===== src/inc/edt_pkg.sv =====
// Constants, state encoding and tick conversion for the edge-triggered timer.
// Assumes a shared system timer that pulses once per tick period.
`default_nettype none
package edt_pkg;

  // ----------------------------------------
  // Timing
  // ----------------------------------------
  localparam logic [31:0] EDT_MS_PER_SEC     = 32'h0000_03E8;
  localparam logic [31:0] EDT_TICK_PERIOD_MS = 32'h0000_0001;
  localparam logic [31:0] EDT_TICKS_PER_SEC  = EDT_MS_PER_SEC / EDT_TICK_PERIOD_MS;
  localparam logic [31:0] EDT_MIN_TICKS      = 32'h0000_0001;

  // ----------------------------------------
  // Widths and reset values
  // ----------------------------------------
  localparam int          EDT_SEC_W     = 16;
  localparam int          EDT_CNT_W     = 32;
  localparam logic [31:0] EDT_CNT_RST   = 32'h0000_0000;
  localparam logic        EDT_OUT_RST   = 1'h0;
  localparam logic        EDT_MODE_RST  = 1'h0;

  // Gray order along idle, run, pulse
  typedef enum logic [1:0] {
    EDT_IDLE  = 2'h0,
    EDT_RUN   = 2'h1,
    EDT_PULSE = 2'h3
  } edt_state_t;

  // Zero seconds still waits one tick
  function automatic logic [31:0] edt_sec_to_ticks(input logic [15:0] sec);
    logic [31:0] t;
    t = 32'(32'(sec) * EDT_TICKS_PER_SEC);
    return (t == EDT_CNT_RST) ? EDT_MIN_TICKS : t;
  endfunction

endpackage
`default_nettype wire


===== src/edt_edge.sv =====
// Rising-edge detector for the trigger input.
// Assumes the trigger comes from logic on the same clock.
`timescale 1ns/100ps
`default_nettype none
module edt_edge (
  input  wire logic clk_in,
  input  wire logic arst_n_in,
  input  wire logic level_in,
  output var  logic rise_out
);
  import edt_pkg::*;

  logic prev;

  always_ff @(posedge clk_in or negedge arst_n_in) begin
    if (!arst_n_in) begin
      prev     <= 1'h0;
      rise_out <= 1'h0;
    end else begin
      prev     <= level_in;
      // Steady levels produce no pulse, except a level already high when reset releases
      rise_out <= level_in & ~prev;
    end
  end

endmodule
`default_nettype wire


===== src/edt_timer.sv =====
// Edge-triggered delay / stretch timer.
// Assumes trigger and tick both come from logic on clk_in.
//
// How it works
// RULE1: only a rising trigger edge starts timing
// RULE2: postponed mode emits one pulse after interval
// RULE3: stretch mode holds output for whole interval
// RULE4: mode input selects stretch or postponed per trigger
// RULE5: ignore policy drops edges while interval runs
// RULE6: restart policy clears elapsed count on edge
// RULE7: interval given in seconds, converted to ticks
// RULE8: elapsed count advances only on system ticks
// RULE9: postponed output pulse lasts one tick
// RULE10: reset clears output, count, returns idle
`timescale 1ns/100ps
`default_nettype none
module edt_timer (
  input  wire logic                          clk_in,
  input  wire logic                          arst_n_in,
  input  wire logic                          trig_in,
  input  wire logic                          tick_in,
  input  wire logic                          hold_mode_in,
  input  wire logic                          restart_on_edge_in,
  input  wire logic [edt_pkg::EDT_SEC_W-1:0] delay_sec_in,
  output var  logic                          timer_out,
  output var  logic                          busy_out
);
  import edt_pkg::*;

  // ----------------------------------------
  // Declarations
  // ----------------------------------------
  edt_state_t           state;
  logic                 rise;
  logic                 hold_lat;
  logic [EDT_CNT_W-1:0] elapsed;
  logic [EDT_CNT_W-1:0] target;
  logic [EDT_CNT_W-1:0] elapsed_inc;
  logic                 start;
  logic                 restart;
  logic                 done;
  logic                 pulse_end;

  // ----------------------------------------
  // Edge detection
  // ----------------------------------------
  // RULE1: edge not level
  edt_edge u_edge (
    .clk_in    (clk_in),
    .arst_n_in (arst_n_in),
    .level_in  (trig_in),
    .rise_out  (rise)
  );

  // ----------------------------------------
  // Decode
  // ----------------------------------------
  assign elapsed_inc = elapsed + EDT_MIN_TICKS;
  assign start       = (state == EDT_IDLE) && rise;
  // RULE6: restart on edge
  assign restart     = (state == EDT_RUN) && rise && restart_on_edge_in;
  // RULE8: tick-paced completion
  assign done        = (state == EDT_RUN) && tick_in && !restart && (elapsed_inc >= target);
  assign pulse_end   = (state == EDT_PULSE) && tick_in;

  // ----------------------------------------
  // State machine
  // ----------------------------------------
  // RULE10: reset to idle
  always_ff @(posedge clk_in or negedge arst_n_in) begin
    if (!arst_n_in) begin
      state <= EDT_IDLE;
    end else begin
      unique case (state)
        EDT_IDLE: begin
          if (start) begin
            state <= EDT_RUN;
          end
        end
        EDT_RUN: begin
          // RULE4: mode picks the ending
          if (done) begin
            state <= hold_lat ? EDT_IDLE : EDT_PULSE;
          end
        end
        EDT_PULSE: begin
          // RULE9: one tick wide
          if (pulse_end) begin
            state <= EDT_IDLE;
          end
        end
        default: begin
          state <= EDT_IDLE;
        end
      endcase
    end
  end

  // ----------------------------------------
  // Per-trigger settings
  // ----------------------------------------
  // Latched so a mid-interval change cannot cut a running interval short
  // RULE7: seconds to ticks
  always_ff @(posedge clk_in or negedge arst_n_in) begin
    if (!arst_n_in) begin
      hold_lat <= EDT_MODE_RST;
      target   <= EDT_MIN_TICKS;
    end else if (start) begin
      hold_lat <= hold_mode_in;
      target   <= edt_sec_to_ticks(delay_sec_in);
    end
  end

  // ----------------------------------------
  // Elapsed count
  // ----------------------------------------
  // RULE5: ignored edges leave count alone
  // RULE8: count on ticks only
  always_ff @(posedge clk_in or negedge arst_n_in) begin
    if (!arst_n_in) begin
      elapsed <= EDT_CNT_RST;
    end else if (start || restart || done) begin
      elapsed <= EDT_CNT_RST;
    end else if ((state == EDT_RUN) && tick_in) begin
      elapsed <= elapsed_inc;
    end
  end

  // ----------------------------------------
  // Outputs
  // ----------------------------------------
  // RULE2: delayed single pulse
  // RULE3: stretch held active
  always_ff @(posedge clk_in or negedge arst_n_in) begin
    if (!arst_n_in) begin
      timer_out <= EDT_OUT_RST;
    end else if (start) begin
      timer_out <= hold_mode_in;
    end else if (done) begin
      timer_out <= !hold_lat;
    end else if (pulse_end) begin
      timer_out <= EDT_OUT_RST;
    end
  end

  always_ff @(posedge clk_in or negedge arst_n_in) begin
    if (!arst_n_in) begin
      busy_out <= 1'h0;
    end else if (start) begin
      busy_out <= 1'h1;
    end else if ((done && hold_lat) || pulse_end) begin
      busy_out <= 1'h0;
    end
  end

  // ----------------------------------------
  // Assertions
  // ----------------------------------------
  property p_level_no_start;
    @(posedge clk_in) disable iff (!arst_n_in)
      (state == EDT_IDLE) && !rise |=> (state == EDT_IDLE) && !timer_out;
  endproperty
  a_level_no_start: assert property (p_level_no_start) else $error("Timer started without edge"); // RULE1

  property p_delay_pulse;
    @(posedge clk_in) disable iff (!arst_n_in)
      done && !hold_lat |=> (state == EDT_PULSE) && timer_out;
  endproperty
  a_delay_pulse: assert property (p_delay_pulse) else $error("Postponed pulse missing"); // RULE2

  // A tick may end a one-tick stretch right after start, so hold is checked per cycle
  property p_stretch_hold;
    @(posedge clk_in) disable iff (!arst_n_in)
      (state == EDT_RUN) && hold_lat |-> timer_out && busy_out;
  endproperty
  a_stretch_hold: assert property (p_stretch_hold) else $error("Stretch output dropped early"); // RULE3

  property p_stretch_end;
    @(posedge clk_in) disable iff (!arst_n_in)
      done && hold_lat |=> !timer_out && !busy_out && (state == EDT_IDLE);
  endproperty
  a_stretch_end: assert property (p_stretch_end) else $error("Stretch output not released"); // RULE3

  property p_mode_latched;
    @(posedge clk_in) disable iff (!arst_n_in)
      start |=> (hold_lat == $past(hold_mode_in)) && (timer_out == $past(hold_mode_in));
  endproperty
  a_mode_latched: assert property (p_mode_latched) else $error("Mode not followed"); // RULE4

  property p_ignore_edge;
    @(posedge clk_in) disable iff (!arst_n_in)
      (state == EDT_RUN) && rise && !restart_on_edge_in && !tick_in |=> $stable(elapsed);
  endproperty
  a_ignore_edge: assert property (p_ignore_edge) else $error("Ignored edge changed count"); // RULE5

  property p_restart_edge;
    @(posedge clk_in) disable iff (!arst_n_in)
      restart |=> (elapsed == EDT_CNT_RST) && (state == EDT_RUN);
  endproperty
  a_restart_edge: assert property (p_restart_edge) else $error("Restart did not clear count"); // RULE6

  property p_target_conv;
    @(posedge clk_in) disable iff (!arst_n_in)
      start |=> target == (($past(delay_sec_in) == '0) ? EDT_MIN_TICKS
                                                       : 32'($past(delay_sec_in)) * EDT_TICKS_PER_SEC);
  endproperty
  a_target_conv: assert property (p_target_conv) else $error("Interval conversion wrong"); // RULE7

  property p_tick_only;
    @(posedge clk_in) disable iff (!arst_n_in)
      (state == EDT_RUN) && !tick_in && !rise |=> $stable(elapsed) && (state == EDT_RUN);
  endproperty
  a_tick_only: assert property (p_tick_only) else $error("Count moved without tick"); // RULE8

  property p_pulse_width;
    @(posedge clk_in) disable iff (!arst_n_in)
      pulse_end |=> !timer_out && (state == EDT_IDLE);
  endproperty
  a_pulse_width: assert property (p_pulse_width) else $error("Pulse wider than one tick"); // RULE9

  property p_idle_quiet;
    @(posedge clk_in) disable iff (!arst_n_in)
      (state == EDT_IDLE) |-> !timer_out && !busy_out && (elapsed == EDT_CNT_RST);
  endproperty
  a_idle_quiet: assert property (p_idle_quiet) else $error("Idle with active output"); // RULE10

  property p_cov_delay;
    @(posedge clk_in) disable iff (!arst_n_in) pulse_end;
  endproperty
  c_cov_delay: cover property (p_cov_delay);

  property p_cov_stretch;
    @(posedge clk_in) disable iff (!arst_n_in) done && hold_lat;
  endproperty
  c_cov_stretch: cover property (p_cov_stretch);

  property p_cov_restart;
    @(posedge clk_in) disable iff (!arst_n_in) restart;
  endproperty
  c_cov_restart: cover property (p_cov_restart);

  property p_cov_ignore;
    @(posedge clk_in) disable iff (!arst_n_in)
      (state == EDT_RUN) && rise && !restart_on_edge_in;
  endproperty
  c_cov_ignore: cover property (p_cov_ignore);

endmodule
`default_nettype wire


===== config.mk =====
export PLATFORM = sky130hd
export DESIGN_NAME = edt_timer
export DESIGN_NICKNAME = d
export VERILOG_FILES = /design/src/inc/edt_pkg.sv /design/src/edt_edge.sv /design/src/edt_timer.sv
export SDC_FILE = /design/constraint.sdc
export NUM_CORES = 1
export LEC_CHECK = 0
export ABC_AREA = 1
export BUFFER_PORTS_ARGS = -buffer_cell sky130_fd_sc_hd__buf_4
export CORE_MARGIN = 2
export CORE_UTILIZATION = 35
export CTS_CLUSTER_SIZE = 14
export DETAILED_ROUTE_END_ITERATION = 10
export HOLD_SLACK_MARGIN = 0.08
export PLACE_DENSITY = 0.52
export SYNTH_ARGS = -nofsm -noshare
export SYNTH_HDL_FRONTEND = slang
export SYNTH_HIERARCHICAL = 1
export SYNTH_SLANG_ARGS = --single-unit

===== constraint.sdc =====
create_clock -name clk_in -period 2.57 [get_ports clk_in]
set_clock_uncertainty 0.1 [all_clocks]
set_input_delay 0.257 -clock clk_in [delete_from_list [all_inputs] [get_ports clk_in]]
set_output_delay 0.257 -clock clk_in [all_outputs]
set_load 0.01 [all_outputs]

[Word-level counts from Yosys, hierarchy flattened]
Cells that the tools add are included.
Operators by class
  add/sub/neg operators: 1
  $mul: 1
  $lt $le $gt $ge: 1
  eq/ne operators: 5
  mux-type cells: 13
  bitwise gates (word level): 2
  reductions and logical operators: 19
Operators by type and width (number)
  $mux W32: 2
  $add A32 B1 Y32 const B: 1
  $ge A32 B32 Y1: 1
  $logic_not A26 Y1: 1
  $mux W26: 1
  $mul A16 B7 Y23 const B: 1
  $logic_and A1 B1 Y1: 8
  $mux W2: 4
  $ne A2 B2 Y1 const B: 3
  $pmux W2 S3: 1
  $mux W1: 5
  $reduce_bool A2 Y1: 2
  $logic_or A1 B1 Y1: 3
  $reduce_and A3 Y1: 1
  $reduce_bool A3 Y1: 1
  $eq A2 B1 Y1 const B: 1
  $eq A2 B2 Y1 const B: 1
  $logic_not A1 Y1: 2
  $logic_not A2 Y1: 1
  $and A1 B1 Y1: 1
  $not A1 Y1: 1
Storage, ports and cells
  flip-flop bits (word level): 71
  bits of input ports: 22
  word-level logic and storage cells: 50

[Logic depth before layout (Yosys ltp)]
  depth after elaboration: 10
  depth in mapped cells: 23

[By module]
Netlist, hierarchy kept.
Modules (own cells, without submodules)
  edt_timer: instances 1, cells an instance 884, area each 6799.0 µm²
  edt_edge: instances 1, cells an instance 4, area each 60.1 µm²

[Worst setup path after synthesis]
No wires, ideal clock.
  path kind: in2reg
  start point: input delay_sec_in[10] (netlist bit)
  end point: register target[3]
  arrival time: 3.865 ns
  required time: 2.354 ns
  slack: -1.511 ns
  stages on the path: 20
  path buffers: 0
  cells stage by stage: inv_1 fa_1 fa_1 inv_1 fa_1 inv_1 fa_1 inv_1 ha_1 nand2_1 nor2_1 nor2_1 a21boi_0 nand2_1 xor2_1 nand2_1 nor2_1 nand3_1 nand2_1 nand2_1
On the way
  cells in the longest elaborated chain, start to end: 3
RTL lines
  from (decl): RTL line edt_timer.sv:24  | input wire logic [edt_pkg::EDT_SEC_W-1:0] delay_sec_in,
  $mul A16 B7 Y23: RTL line edt_pkg.sv:33  | t = 32'(32'(sec) * EDT_TICKS_PER_SEC);
  $logic_not A26 Y1: RTL line edt_pkg.sv:34  | return (t == EDT_CNT_RST) ? EDT_MIN_TICKS : t;
  $mux W26: RTL line edt_pkg.sv:34
  to (signal assigned): RTL line edt_timer.sv:110  | target <= edt_sec_to_ticks(delay_sec_in);
  to (decl): RTL line edt_timer.sv:37  | logic [EDT_CNT_W-1:0] target;
No other way between the ends.
A chain may end at the register's enable or synchronous reset.

[Worst setup path after layout]
  start point: input delay_sec_in[5] (netlist bit)
  end point: register target[4]
Same word-level chain as after synthesis.

==> reports/summary.md <==
The flow ran to the end, but the final reports show violations. The final reports fail on setup timing. The final estimated routing congestion in global placement is 0.855, and the final total power is 13.6 mW. The tools report the smallest hold slack as 0.136 ns. The share of post-route cells with drive strength above 1 works out to 44.6%. The first routing iteration left 156 violations. The area inside the core boundary is 0.0193 sq mm.

The number of endpoints with negative hold slack in the final report was 0. Mapped cell area: 0.00686 sq mm. The critical path is of the input pin to flop type.

Register bit count reported by yosys: 63. After routing the design area is 0.0105 sq mm. The number of pins with negative max-slew slack in the final report came out at 0. The detail route stage leaves a number of antenna-violating nets equal to 0. For the number of antenna violations at the first check in global routing, the log shows 0. Sequential cell area: 0.00158 sq mm. The net count after synthesis is 1,043. Type of the most critical hold path: input pin to flop. Buffers placed on the I/O ports in this run total 23. Dominant synthesized flop cell: sky130_fd_sc_hd__dfrtp_1.

The largest total area in the synthesized netlist belongs to sky130_fd_sc_hd__dfrtp_1. Setup repair after global routing could not meet its margin everywhere. The kind of end point of the critical path is a flop.

Clock-pin slew was measured on the worst setup and hold paths at 0.06 ns. The net switching power is 6.03 mW. The run gives 0.690 mV as the maximum vdd ir drop.

Per report_power, the clock group accounts for 9.6% of the total. The synthesized netlist contains 35 unique library cells. The library cell used as clock root buffer is sky130_fd_sc_hd__clkbuf_16.

Detailed-router iteration count before antenna repair: 4. The tools report the startpoint class of the critical path as an input pin. The number of design rule violations left after detail routing is 0.

The H-tree was split into 3 levels. The logs give 28.7 mm for the global-route wire length before repair and 4.06 ns for the data arrival time of the worst path. In the final design database the tool counted 1,250 nets. Sorting the synthesized cells by area gives the leading types as sky130_fd_sc_hd__dfrtp_1, sky130_fd_sc_hd__fa_1, sky130_fd_sc_hd__ha_1.

The maximum clock path buffer count is 2. Row generation in the floorplan step produced 51 rows. The number of global-route vias before repair is 6,174, and the relative slew slack is 43.2%. The share of async-settable or async-resettable flops after synthesis is 100%, and the total of warnings raised by yosys is 6. Measured along the y axis, the die boundary spans 144 um.

Averaged over all synthesized cells, the footprint is 7.72 sq um. The smallest clock period supported by the final layout is computed as 3.93 ns. Synthesis produced 888 cells. The transition at the pin with the smallest max-transition slack works out to 0.852 ns. Required time of the critical path: 2.70 ns. The floorplan step defined a die boundary enclosing 0.0207 sq mm. Compared with the post-synthesis result, the final layout area differs by 52.8%. The routed via count is 6,105, and the power density over the cells is 1300 mW/mm^2. The area share of the leading cell type in the synthesized netlist was 22.6%; the worst-path maximum fanout was 4. Design internal power: 7.62 mW. Summed over all layers, the routed wires come to 17.4 mm. The switching portion of total power is 44.2%, and the achievable frequency is 254 MHz. The logs give 24 for the count of pins on the block boundary and 0.34 ns for the clock network latency to the later pin of the worst-skew pair. In the routed layout, each cell is associated on average with a via count of 4.47. Combinational cells account for 78.5% of the total power. The tools report the placement-stage cell area as 0.00868 sq mm. Commonest non-fill, non-tap cell in the layout: sky130_fd_sc_hd__buf_4.

The count of fill cells added during filler insertion was 1,796; the overall track demand over capacity in global routing was 17.5%. Counting flops with a built-in enable in the synthesized netlist gives 0. In the final routed layout, each cell accounts on average for 12.7 um. Registers are responsible for 11.8% of the overall power. The number of max-cap violations came out at 0. For the count of endpoints failing setup in the final report, the log shows 57. In the layout the commonest cells are sky130_fd_sc_hd__buf_4, sky130_fd_sc_hd__nand2_1, sky130_fd_sc_hd__inv_1. For the final routed database, the setup TNS stands at -32.99 ns. For the largest net degree at the start of global routing, the log shows 64.

Summing the sequential cell areas from Yosys gives 23.0% of the chip area. Measured along the x axis, the die boundary spans 144 um. The initial utilization of the core area, before any placement, comes to 35.5%.

For the least setup slack across all paths after layout, the log shows -1.36 ns. The wire-length estimate of the detail-placed layout is 13.1 mm. TritonCTS built the clock tree.

Global routing finished with a remaining overflow of 0. For the number of sinks on the clock net, the log shows 63. The share of the clock period used by the worst path is 153%, and the total leakage power is 5.12 nW.

The area of combinational cells with multiple inputs came out at 0.00586 sq mm. The tools report the number of buffers added by the clock tree synthesis step as 9. The repair_antennas step left the layout with diodes totalling 0.
kinds of logic (layout without fill, tap and decap cells):
family	Yosys count	count (layout)	synth area share [%]
AND/OR/NAND/NOR	389	389	24.8
AO/OA/AOI/OAI	95	95	7.50
XOR/XNOR	39	39	4.98
adder cells (fa/ha/maj)	133	133	30.2
flip-flops	63	63	23.0
buffers and inverters	169	381	9.58
cell type report:
type / count / share of cell area, %
multi-input combinational: 656 / 55.9
timing repair buffer: 208 / 17.1
sequential: 63 / 15.1
inverter: 157 / 5.85
tap: 265 / 3.16
clock buffer: 10 / 2.18
clock inverter: 6 / 0.812
registers in the layout, summed over array words and instances (netlist names):
| signal | count |
|---|---|
| u_edge/prev | 1 |
| u_edge/rise_out | 1 |
| busy_out | 1 |
| elapsed | 32 |
| timer_out | 1 |
| hold_lat | 1 |
| state | 2 |
| target | 24 |
worst max-delay path, cell delays in order:
cell and delay (ns):
sky130_fd_sc_hd__buf_8 0.08, sky130_fd_sc_hd__clkinvlp_4 0.12, sky130_fd_sc_hd__buf_4 0.17, sky130_fd_sc_hd__fa_2 0.45
sky130_fd_sc_hd__fa_1 0.50, sky130_fd_sc_hd__fa_1 0.50, sky130_fd_sc_hd__inv_2 0.04, sky130_fd_sc_hd__fa_2 0.54
sky130_fd_sc_hd__ha_4 0.23, sky130_fd_sc_hd__a21oi_4 0.18, sky130_fd_sc_hd__o21ai_2 0.10, sky130_fd_sc_hd__a21oi_2 0.14
sky130_fd_sc_hd__nand2_2 0.09, sky130_fd_sc_hd__nand2_2 0.08, sky130_fd_sc_hd__nand2_2 0.06, sky130_fd_sc_hd__nor2_2 0.09
sky130_fd_sc_hd__nand3_1 0.06, sky130_fd_sc_hd__nor2_1 0.13, sky130_fd_sc_hd__nand3_1 0.11, sky130_fd_sc_hd__nand2_1 0.07
sky130_fd_sc_hd__nand2_1 0.05
synth_stat cells, types with 2 or more instances:
cell,n
sky130_fd_sc_hd__a21oi_2,4
sky130_fd_sc_hd__xor2_1,28
sky130_fd_sc_hd__ha_1,79
sky130_fd_sc_hd__nand2_4,3
sky130_fd_sc_hd__nor2_1,79
sky130_fd_sc_hd__buf_8,2
sky130_fd_sc_hd__nand3b_1,2
sky130_fd_sc_hd__nor2_2,23
sky130_fd_sc_hd__nor3_1,11
sky130_fd_sc_hd__nand3_1,37
sky130_fd_sc_hd__fa_1,54
sky130_fd_sc_hd__nor2_4,4
sky130_fd_sc_hd__inv_1,155
sky130_fd_sc_hd__o21ai_0,47
sky130_fd_sc_hd__a21oi_1,35
sky130_fd_sc_hd__xnor2_1,11
sky130_fd_sc_hd__nand2b_1,2
sky130_fd_sc_hd__clkbuf_1,10
sky130_fd_sc_hd__nand2_1,211
sky130_fd_sc_hd__nand2_2,5
sky130_fd_sc_hd__nand4_1,9
sky130_fd_sc_hd__a21o_1,3
sky130_fd_sc_hd__dfrtp_1,62
per-layer routing:
metal	wire length (um)	track usage, %	share of wire [%]
met4	342	5.26	2.0
met1	7770	21.7	45
met2	8970	32.0	52
met5	0	0	0
met3	285	1.82	1.6
stage by stage:
| stage | utilization, % | cells | setup slack (ns) |
|---|---|---|---|
| 4_1_cts | 50.6 | 1349 | -1.38 |
| 2_1_floorplan | - | 888 | -1.38 |
| 3_3_place_gp | 44.9 | 1309 | -1.89 |
| 3_5_place_dp | 44.9 | 1309 | -1.93 |
| 5_1_grt | 54.2 | 1365 | -1.56 |
| 6_report | 54.2 | 1365 | -1.36 |
path summary, 6_finish.rpt:
kind	from	to	slack (ns)	depth (start not counted)
worst max register to register	elapsed[0]	elapsed[11]	-0.39	18
worst max-delay path	delay_sec_in[5]	target[4]	-1.36	21
min in group asynchronous	arst_n_in	elapsed[0]	0.44	2
max in group asynchronous	arst_n_in	target[6]	1.33	2
worst min-delay path	tick_in	state[1]	0.14	3
worst min register to register	u_edge/prev	u_edge/rise_out	0.31	1
power by group through the flow:
stage,logic (mW),registers (mW),clock network [mW]
2_1_floorplan,4.74,1.56,0
3_3_place_gp,7.49,1.60,0
3_5_place_dp,7.54,1.61,0
4_1_cts,9.12,1.61,1.34
5_1_grt,11.8,1.66,1.39
6_report,10.7,1.62,1.31
repair_timing:
item                                   CTS  global route
hold buffers                             3             0
setup buffers                           22            21
setup endpoints to repair               57            57
pin swaps                               71            75
resized for setup                      138           149
endpoints found under the hold margin   65             0
gates cloned                             2             0
Note: power is estimated with default switching activity, not from simulation.
